$ cat src/rtl/vec_pkg.sv
// Operation
// - IRQ status bit is source active, channel enabled and routed to IRQ.
// - Status bits never latch; they follow the source until the peripheral clears.
// - Raw status is source OR software trigger, before any masking.
// - Route bit 0 sends channel to IRQ, 1 to FIQ; resets to 0.
// - Writing 1 sets a channel enable, 0 leaves it; all masked at reset.
// - Writing 1 to enable-clear clears that channel enable; 0 does nothing.
// - Writing 1 sets a software trigger bit; 0 does nothing; resets to zero.
// - Writing 1 to trigger-clear clears that software trigger bit; 0 does nothing.
// - Write-only bits read back their reset value; set-only bits ignore zeros.
// - Protection bit 1 admits privileged accesses only; bits 15:1 read zero.
// - Reading current vector returns active handler and marks it in service.
// - Any write to current vector ends service, reopening equal and lower priority.
// - A writable fallback handler address register resets to zero.
// - Sixteen handler slots reset to zero; slot 0 highest, slot 15 lowest priority.
// - Each slot has a 5-bit source field choosing its input channel.
// - Slot enable flag at bit 5 resets to 0; slot vectors only when set.
// - The IRQ request is the OR of active enabled channels routed to IRQ.
package vec_pkg;
  localparam int NUM_CH = 16;
  localparam int ADDR_W = 12;
  localparam int DATA_W = 16;
  localparam int SLOT_AW = 4;
  // Register offsets
  localparam logic [11:0] OFF_IRQ_STATUS = 12'h000;
  localparam logic [11:0] OFF_FIQ_STATUS = 12'h004;
  localparam logic [11:0] OFF_RAW_STATUS = 12'h008;
  localparam logic [11:0] OFF_ROUTE = 12'h00c;
  localparam logic [11:0] OFF_ENABLE_SET = 12'h010;
  localparam logic [11:0] OFF_ENABLE_CLR = 12'h014;
  localparam logic [11:0] OFF_SOFT_SET = 12'h018;
  localparam logic [11:0] OFF_SOFT_CLR = 12'h01c;
  localparam logic [11:0] OFF_PROTECT = 12'h020;
  localparam logic [11:0] OFF_ACTIVE = 12'h030;
  localparam logic [11:0] OFF_FALLBACK = 12'h034;
  localparam logic [11:0] OFF_SLOT_ADDR = 12'h100;
  localparam logic [11:0] OFF_SLOT_CTRL = 12'h200;
  // Slot control fields
  localparam int SLOT_SRC_LSB = 0;
  localparam int SLOT_SRC_W = 5;
  localparam int SLOT_EN_BIT = 5;
  localparam int SLOT_CTRL_W = 6;
  localparam int PRIV_ONLY_BIT = 0;
  // Reset values
  localparam logic [15:0] RST_WORD = 16'h0000;
  localparam logic [5:0] RST_SLOT_CTRL = 6'h00;
  localparam logic RST_PRIV_ONLY = 1'b0;
  // Cycles from a taken request to its answer
  localparam int ANSWER_CYCLES = 2;
endpackage

$ cat src/rtl/vec_slot_if.sv
`timescale 1ns/10ps
// Handler slot storage port between the controller and its memory
interface vec_slot_if #(
  parameter int AW = 4,
  parameter int DW = 16
);
  logic wr_en;
  logic [AW-1:0] wr_addr;
  logic [DW-1:0] wr_data;
  logic [AW-1:0] rd_addr;
  logic [DW-1:0] rd_data;
  modport ctl (output wr_en, output wr_addr, output wr_data, output rd_addr, input rd_data);
  modport mem (input wr_en, input wr_addr, input wr_data, input rd_addr, output rd_data);
endinterface

$ cat src/rtl/vec_slot_mem.sv
`timescale 1ns/10ps
module vec_slot_mem #(
  parameter int DEPTH = 16,
  parameter int DW = 16
) (
  // Clock and reset
  input wire logic clk_sys,
  input wire logic reset_n,
  // Storage port
  vec_slot_if.mem port
);
  import vec_pkg::*;

  logic [DW-1:0] words [DEPTH];

  ////////////////////////////////////////////////////////////////////////////
  // Handler address words, all cleared at reset
  always_ff @(posedge clk_sys or negedge reset_n) begin
    if (!reset_n) begin
      for (int i = 0; i < DEPTH; i++) begin
        words[i] <= DW'(RST_WORD);
      end
    end else if (port.wr_en) begin
      words[port.wr_addr] <= port.wr_data;
    end
  end

  // Registered read; a write in the same cycle shows on the next read only
  always_ff @(posedge clk_sys or negedge reset_n) begin
    if (!reset_n) begin
      port.rd_data <= '0;
    end else begin
      port.rd_data <= words[port.rd_addr];
    end
  end
endmodule

$ cat src/rtl/vec_intc.sv
`timescale 1ns/10ps
module vec_intc (
  // Clock and reset
  input wire logic clk_sys,
  input wire logic reset_n,
  // Peripheral interrupt lines
  input wire logic [vec_pkg::NUM_CH-1:0] irq_source,
  // Register access port
  input wire logic bus_req,
  input wire logic bus_write,
  input wire logic bus_priv,
  input wire logic [vec_pkg::ADDR_W-1:0] bus_addr,
  input wire logic [vec_pkg::DATA_W-1:0] bus_wdata,
  output logic bus_ack,
  output logic bus_error,
  output logic [vec_pkg::DATA_W-1:0] bus_rdata,
  // Processor interrupt requests
  output logic irq_out,
  output logic fiq_out
);
  import vec_pkg::*;

  vec_slot_if #(.AW(SLOT_AW), .DW(DATA_W)) slot_bus ();

  logic [15:0] sync_a, sync_b, sync_c, chan_src;
  logic [15:0] fast_route_bits, channel_enable_bits, soft_trigger_bits;
  logic privileged_only_bit;
  logic [15:0] fallback_handler_field;
  logic [SLOT_CTRL_W-1:0] slot_ctrl [NUM_CH];
  logic [15:0] in_service;
  logic [15:0] raw_source_bits, irq_masked_bits, fiq_masked_bits;
  logic acc_ok, acc_wr, acc_rd, refused, mapped;
  logic var_rd, var_wr;
  logic [15:0] slot_cand;
  logic [4:0] service_lvl, win;
  logic has_win;
  logic st_valid, st_err, st_use_mem;
  logic [15:0] st_data, next_rdata;

  // Exact register match
  function automatic logic is_reg(input logic [11:0] a, input logic [11:0] off);
    return a == off;
  endfunction

  // Match within a 16-word slot table
  function automatic logic in_table(input logic [11:0] a, input logic [11:0] base);
    return a[11:6] == base[11:6] && a[1:0] == 2'b00;
  endfunction

  // Lowest set bit index, 16 when none; lower index is higher priority
  function automatic logic [4:0] first_set(input logic [15:0] v);
    logic [4:0] r;
    r = 5'd16;
    for (int i = 15; i >= 0; i--) begin
      if (v[i]) begin
        r = 5'(i);
      end
    end
    return r;
  endfunction

  ////////////////////////////////////////////////////////////////////////////
  // Source synchronisers; a level counts once the second and third stages agree
  always_ff @(posedge clk_sys or negedge reset_n) begin
    if (!reset_n) begin
      sync_a <= '0;
      sync_b <= '0;
      sync_c <= '0;
    end else begin
      sync_a <= irq_source;
      sync_b <= sync_a;
      sync_c <= sync_b;
    end
  end

  // Filtered source level; a one-cycle glitch never reaches the status bits
  always_ff @(posedge clk_sys or negedge reset_n) begin
    if (!reset_n) begin
      chan_src <= '0;
    end else begin
      chan_src <= (sync_b & ~(sync_b ^ sync_c)) | (chan_src & (sync_b ^ sync_c));
    end
  end

  // Status is pure combination, so it falls in the same cycle as the filtered source level
  assign raw_source_bits = chan_src | soft_trigger_bits;
  assign irq_masked_bits = raw_source_bits & channel_enable_bits & ~fast_route_bits;
  assign fiq_masked_bits = raw_source_bits & channel_enable_bits & fast_route_bits;

  ////////////////////////////////////////////////////////////////////////////
  // Access qualification; protection guards every register, itself included
  assign acc_ok = bus_req && (!privileged_only_bit || bus_priv);
  assign acc_wr = acc_ok && bus_write;
  assign acc_rd = acc_ok && !bus_write;
  assign refused = bus_req && !acc_ok;
  assign var_rd = acc_rd && is_reg(bus_addr, OFF_ACTIVE);
  assign var_wr = acc_wr && is_reg(bus_addr, OFF_ACTIVE);

  // Address decode for the unmapped check
  assign mapped = is_reg(bus_addr, OFF_IRQ_STATUS) || is_reg(bus_addr, OFF_FIQ_STATUS)
    || is_reg(bus_addr, OFF_RAW_STATUS) || is_reg(bus_addr, OFF_ROUTE)
    || is_reg(bus_addr, OFF_ENABLE_SET) || is_reg(bus_addr, OFF_ENABLE_CLR)
    || is_reg(bus_addr, OFF_SOFT_SET) || is_reg(bus_addr, OFF_SOFT_CLR)
    || is_reg(bus_addr, OFF_PROTECT) || is_reg(bus_addr, OFF_ACTIVE)
    || is_reg(bus_addr, OFF_FALLBACK) || in_table(bus_addr, OFF_SLOT_ADDR)
    || in_table(bus_addr, OFF_SLOT_CTRL);

  ////////////////////////////////////////////////////////////////////////////
  // Route select register
  always_ff @(posedge clk_sys or negedge reset_n) begin
    if (!reset_n) begin
      fast_route_bits <= RST_WORD;
    end else if (acc_wr && is_reg(bus_addr, OFF_ROUTE)) begin
      fast_route_bits <= bus_wdata;
    end
  end

  // Channel enables: separate set and clear addresses, ones act, zeros ignored
  always_ff @(posedge clk_sys or negedge reset_n) begin
    if (!reset_n) begin
      channel_enable_bits <= RST_WORD;
    end else if (acc_wr && is_reg(bus_addr, OFF_ENABLE_SET)) begin
      channel_enable_bits <= channel_enable_bits | bus_wdata;
    end else if (acc_wr && is_reg(bus_addr, OFF_ENABLE_CLR)) begin
      channel_enable_bits <= channel_enable_bits & ~bus_wdata;
    end
  end

  // Software triggers, same set and clear scheme
  always_ff @(posedge clk_sys or negedge reset_n) begin
    if (!reset_n) begin
      soft_trigger_bits <= RST_WORD;
    end else if (acc_wr && is_reg(bus_addr, OFF_SOFT_SET)) begin
      soft_trigger_bits <= soft_trigger_bits | bus_wdata;
    end else if (acc_wr && is_reg(bus_addr, OFF_SOFT_CLR)) begin
      soft_trigger_bits <= soft_trigger_bits & ~bus_wdata;
    end
  end

  // Protection bit and fallback handler address
  always_ff @(posedge clk_sys or negedge reset_n) begin
    if (!reset_n) begin
      privileged_only_bit <= RST_PRIV_ONLY;
      fallback_handler_field <= RST_WORD;
    end else begin
      if (acc_wr && is_reg(bus_addr, OFF_PROTECT)) begin
        privileged_only_bit <= bus_wdata[PRIV_ONLY_BIT];
      end
      if (acc_wr && is_reg(bus_addr, OFF_FALLBACK)) begin
        fallback_handler_field <= bus_wdata;
      end
    end
  end

  // Slot control words: source field and enable flag
  always_ff @(posedge clk_sys or negedge reset_n) begin
    if (!reset_n) begin
      for (int i = 0; i < NUM_CH; i++) begin
        slot_ctrl[i] <= RST_SLOT_CTRL;
      end
    end else if (acc_wr && in_table(bus_addr, OFF_SLOT_CTRL)) begin
      slot_ctrl[bus_addr[5:2]] <= bus_wdata[SLOT_CTRL_W-1:0];
    end
  end

  ////////////////////////////////////////////////////////////////////////////
  // Slot candidates: enabled, source in range and pending, above current service
  assign service_lvl = first_set(in_service);
  for (genvar g = 0; g < NUM_CH; g++) begin : g_cand
    logic [SLOT_SRC_W-1:0] slot_source_select;
    assign slot_source_select = slot_ctrl[g][SLOT_SRC_LSB +: SLOT_SRC_W];
    // Codes 16 and up name no channel and never fire
    assign slot_cand[g] = slot_ctrl[g][SLOT_EN_BIT] && !slot_source_select[4]
      && irq_masked_bits[slot_source_select[3:0]] && (5'(g) < service_lvl);
  end
  assign win = first_set(slot_cand);
  assign has_win = !win[4];

  // In-service marks: read of current vector opens, write closes the top one
  always_ff @(posedge clk_sys or negedge reset_n) begin
    if (!reset_n) begin
      in_service <= RST_WORD;
    end else if (var_rd && has_win) begin
      in_service[win[3:0]] <= 1'b1;
    end else if (var_wr && !service_lvl[4]) begin
      in_service[service_lvl[3:0]] <= 1'b0;
    end
  end

  ////////////////////////////////////////////////////////////////////////////
  // Handler address storage
  assign slot_bus.wr_en = acc_wr && in_table(bus_addr, OFF_SLOT_ADDR);
  assign slot_bus.wr_addr = bus_addr[5:2];
  assign slot_bus.wr_data = bus_wdata;
  assign slot_bus.rd_addr = var_rd ? win[3:0] : bus_addr[5:2];

  vec_slot_mem #(.DEPTH(NUM_CH), .DW(DATA_W)) u_slot_mem (
    .clk_sys(clk_sys),
    .reset_n(reset_n),
    .port(slot_bus.mem)
  );

  // Read data chosen at the request edge, so status is sampled then
  always_comb begin
    next_rdata = RST_WORD;
    if (acc_rd) begin
      unique case (1'b1)
        is_reg(bus_addr, OFF_IRQ_STATUS): next_rdata = irq_masked_bits;
        is_reg(bus_addr, OFF_FIQ_STATUS): next_rdata = fiq_masked_bits;
        is_reg(bus_addr, OFF_RAW_STATUS): next_rdata = raw_source_bits;
        is_reg(bus_addr, OFF_ROUTE): next_rdata = fast_route_bits;
        is_reg(bus_addr, OFF_ENABLE_SET): next_rdata = channel_enable_bits;
        is_reg(bus_addr, OFF_SOFT_SET): next_rdata = soft_trigger_bits;
        is_reg(bus_addr, OFF_PROTECT): next_rdata = {15'h0000, privileged_only_bit};
        is_reg(bus_addr, OFF_ACTIVE): next_rdata = fallback_handler_field;
        is_reg(bus_addr, OFF_FALLBACK): next_rdata = fallback_handler_field;
        in_table(bus_addr, OFF_SLOT_CTRL): next_rdata = 16'(slot_ctrl[bus_addr[5:2]]);
        default: next_rdata = RST_WORD;
      endcase
    end
  end

  // First answer stage
  always_ff @(posedge clk_sys or negedge reset_n) begin
    if (!reset_n) begin
      st_valid <= 1'b0;
      st_err <= 1'b0;
      st_use_mem <= 1'b0;
      st_data <= RST_WORD;
    end else begin
      st_valid <= bus_req;
      st_err <= refused || (bus_req && !mapped);
      st_use_mem <= (acc_rd && in_table(bus_addr, OFF_SLOT_ADDR)) || (var_rd && has_win);
      st_data <= next_rdata;
    end
  end

  // Second stage drives the port; memory data arrive here from its own register
  always_ff @(posedge clk_sys or negedge reset_n) begin
    if (!reset_n) begin
      bus_ack <= 1'b0;
      bus_error <= 1'b0;
      bus_rdata <= RST_WORD;
    end else begin
      bus_ack <= st_valid;
      bus_error <= st_err;
      bus_rdata <= st_use_mem ? slot_bus.rd_data : st_data;
    end
  end

  // Requests to the core, registered for clean timing
  always_ff @(posedge clk_sys or negedge reset_n) begin
    if (!reset_n) begin
      irq_out <= 1'b0;
      fiq_out <= 1'b0;
    end else begin
      irq_out <= |irq_masked_bits;
      fiq_out <= |fiq_masked_bits;
    end
  end
endmodule

$ cat config.mk
export PLATFORM = sky130hd
export DESIGN_NAME = vec_intc
export DESIGN_NICKNAME = d
export VERILOG_FILES = /design/src/rtl/vec_pkg.sv /design/src/rtl/vec_slot_if.sv /design/src/rtl/vec_slot_mem.sv /design/src/rtl/vec_intc.sv
export SDC_FILE = /design/constraint.sdc
export NUM_CORES = 1
export LEC_CHECK = 0
export ABC_CLOCK_PERIOD_IN_PS = 5260
export BUFFER_PORTS_ARGS = -buffer_cell sky130_fd_sc_hd__buf_2
export CAP_MARGIN = 20
export CORE_UTILIZATION = 63
export DETAILED_ROUTE_END_ITERATION = 8
export GPL_TIMING_DRIVEN = 1
export HOLD_SLACK_MARGIN = 0.05
export PLACE_DENSITY = 0.78
export SLEW_MARGIN = 20
export SYNTH_ARGS = -nofsm -noshare
export SYNTH_HDL_FRONTEND = slang
export SYNTH_HIERARCHICAL = 1
export SYNTH_SLANG_ARGS = --single-unit
$ cat constraint.sdc
create_clock -name clk_sys -period 5.26 [get_ports clk_sys]
set_clock_uncertainty 0.2 [all_clocks]
set_input_delay 0.789 -clock clk_sys [delete_from_list [all_inputs] [get_ports clk_sys]]
set_output_delay 0.789 -clock clk_sys [all_outputs]
set_load 0.02 [all_outputs]
==> results_dict.tcl <==
set metrics [dict create \
    status "finished, final reports clean" \
    die_x_um 209 \
    max_slew_margin_pct 24.0 \
    fillers 2787 \
    worst_ep_arrival_time_ns 5.15 \
    fin_setup_tns_ns 0 \
    grtUsageTotal_pct 36.4 \
    worst_pin_slew_ns 1.14 \
    fin_area_mm2 0.0301 \
    fmax_mhz 205 \
    hold_path.class "input port to async pin" \
    via_per_inst 7.08 \
    fin_crit_ns 4.87 \
    numCtsBuffers 55 \
    syn_nets 2044 \
    path_clk_slew_ns 0.06 \
    synth_area_leaders "dfrtp_1, mux2_2, mux4_2" \
    fin_cells 2638 \
    ctsResizeCount 0 \
    critical-path-slowest-cell "nor2_1" \
    fin_crit_sh_pct 92.5 \
    wl_per_cell_um 29.3 \
    final_cell_mix "dfrtp_1, mux2_2, mux4_2" \
    layout.nets 2100 \
    die_height_um 209 \
    whs_ns 0.0460 \
    grt_pass1_wl_um 118000 \
    first_pass_iters 8 \
    die_area_mm2 0.0435 \
    place_congestion 1.02 \
    yosysSeqAreaShare_pct 51.4 \
    regArea_mm2 0.0138 \
    grt-ovfl-total 0 \
    ios 69 \
    cpPeakStageDelay_ns 0.74 \
    cts.path.max_buffers 3 \
    cts_htree_levels 2 \
    drive_gt1_share_pct 39.8 \
    p_leak_nw 13.8 \
    area_growth_pct 11.9 \
    dpl.hpwl_um 51100 \
    drc 0 \
    setup_violations 0 \
    clkLatencyLatePin_ns 0.62 \
    clock_sinks 552 \
    powerDensity_mw_per_mm2 301 \
    synth-seq-cells 552 \
    grt_pass1_vias 18900 \
    num_vias 18700 \
    rsz0062_at_grt "no" \
    startpoint_type "flip-flop" \
    fin_util_pct 71.5 \
    synth_cell_types 83 \
    start_util_pct 63.9 \
    largest_register_ff_count 256 \
    async_reset_ff_share_pct 100 \
    drt-initial-drc-count 2226 \
    endpoint_kind "flip-flop" \
    required_ns 5.55 \
    ys.flop_type "dfrtp_1" \
    yosys.area.top_type "dfrtp_1" \
    path_cells "o21ai_2 > nor2_1 > a2111oi_0 > a2111oi_0 > buf_4 > nand4_1 > nand2b_1 > a311oi_2 > o21ai_1 > nand2_1 > a21o_4 > buf_12 > mux4_2 > a22oi_1 > nand2_1" \
    multi_input_area_mm2 0.0124 \
    cts_hold_buf 0 \
    post_cts_buffers 0 \
    slew_violations 0 \
    yosysWarnings 6 \
    vdd_drop_max_v 0.000343 \
    cp_max_fo 17 \
    drv_cap 0 \
    grt_antenna_before_repair 0 \
    dpl.cell_count 2533 \
    syn_avg_cell_area_um2 13.5 \
    finalWirelength_um 77200 \
    synthCells 1995 \
    netlist_area_mm2 0.0269 \
    synth_top_area_share_pct 51.4 \
    crit_type "flip-flop to flip-flop" \
    synth_edf_count 0 \
    core_area_mm2 0.0420 \
    ant_nets 0 \
    top_register "u_slot_mem/words" \
    cts_root_buf "clkbuf_16" \
    grt_max_degree 113 \
    finalHoldViolCount 0 \
    placed_cell_area_mm2 0.0280 \
    io_buffers 68 \
    final_common_cell "dfrtp_1" \
    tritoncts "built" \
    fp-row-count 75 \
]
synthesized netlist by cell type (21+ instances only):
library cell / n
a21o_1: 21
mux4_2: 147
buf_2: 24
o21ai_0: 70
inv_1: 34
nand2_1: 117
dfrtp_1: 552
a22o_1: 34
a22oi_1: 35
nand2b_1: 27
nor3_1: 32
mux2_2: 380
nand3_1: 22
clkbuf_1: 86
nor2_1: 76
path summary, 6_finish.rpt:
path                                 from                         end  slack, ns  cells past startpoint
min                               reset_n                     irq_out       0.05                      1
min in group clk_sys       irq_source[13]                  sync_a[13]       0.08                      1
max reg2reg                     flip-flop  u_slot_mem/port.rd_data[8]       0.39                     15
max                             flip-flop  u_slot_mem/port.rd_data[8]       0.39                     15
min reg2reg                    sync_a[14]                  sync_b[14]       0.14                      0
max in group asynchronous         reset_n        u_slot_mem/words[87]       3.69                      2
logic make-up (layout without fill, tap and decap cells):
group           Yosys count  after routing  synth area share, %
compound gates          304            304                 8.19
xor+xnor                  1              1               0.0326
fa+ha+maj                16             16                0.596
buf+inv                 175            278                 2.78
flops                   552            552                 51.4
mux                     545            545                 29.1
other cells               0              1                    0
simple gates            402            402                 7.92
area by class of cell:
cell class / instances / area share [%]
Sequential cell: 552 / 45.9
Multi-Input combinational cell: 1268 / 41.1
Clock buffer: 70 / 5.21
Timing Repair Buffer: 140 / 3.46
Tap cell: 539 / 2.24
Clock inverter: 34 / 1.62
Inverter: 34 / 0.424
Antenna cell: 1 / 0.00832
metrics by stage:
step,setup WS (ns),total power [mW]
after floorplan,1.15,4.53
after global placement,0.657,4.73
after detailed placement,0.575,4.74
after CTS,0.558,9.09
after global routing,0.245,9.28
final,0.392,9.04
report_power, final:
part           internal, mW  switching [mW]
sequential             4.29          0.0310
clock                  2.66            1.72
combinational        0.0958           0.249
total                  7.04            2.00
metal layers:
layer / global-route usage (%) / wire, um / vias up
met4: 15.8 / 3160 / 0
met3: 8.05 / 7480 / 206
met1: 52.1 / 31400 / 9748
met5: 0 / 0 / -
li1: - / - / 7626
met2: 54.4 / 35200 / 1107
critical path: cells and delay by family, from the launching register on:
kind | cells | cell delay (ns)
and+or+nand+nor | 5 | 1.26
muxes | 1 | 0.44
AOI/OAI and AO/OA | 7 | 1.96
buffers and inverters | 2 | 0.44
DFF | 1 | 0.41
(Power assumes the default switching activity.)
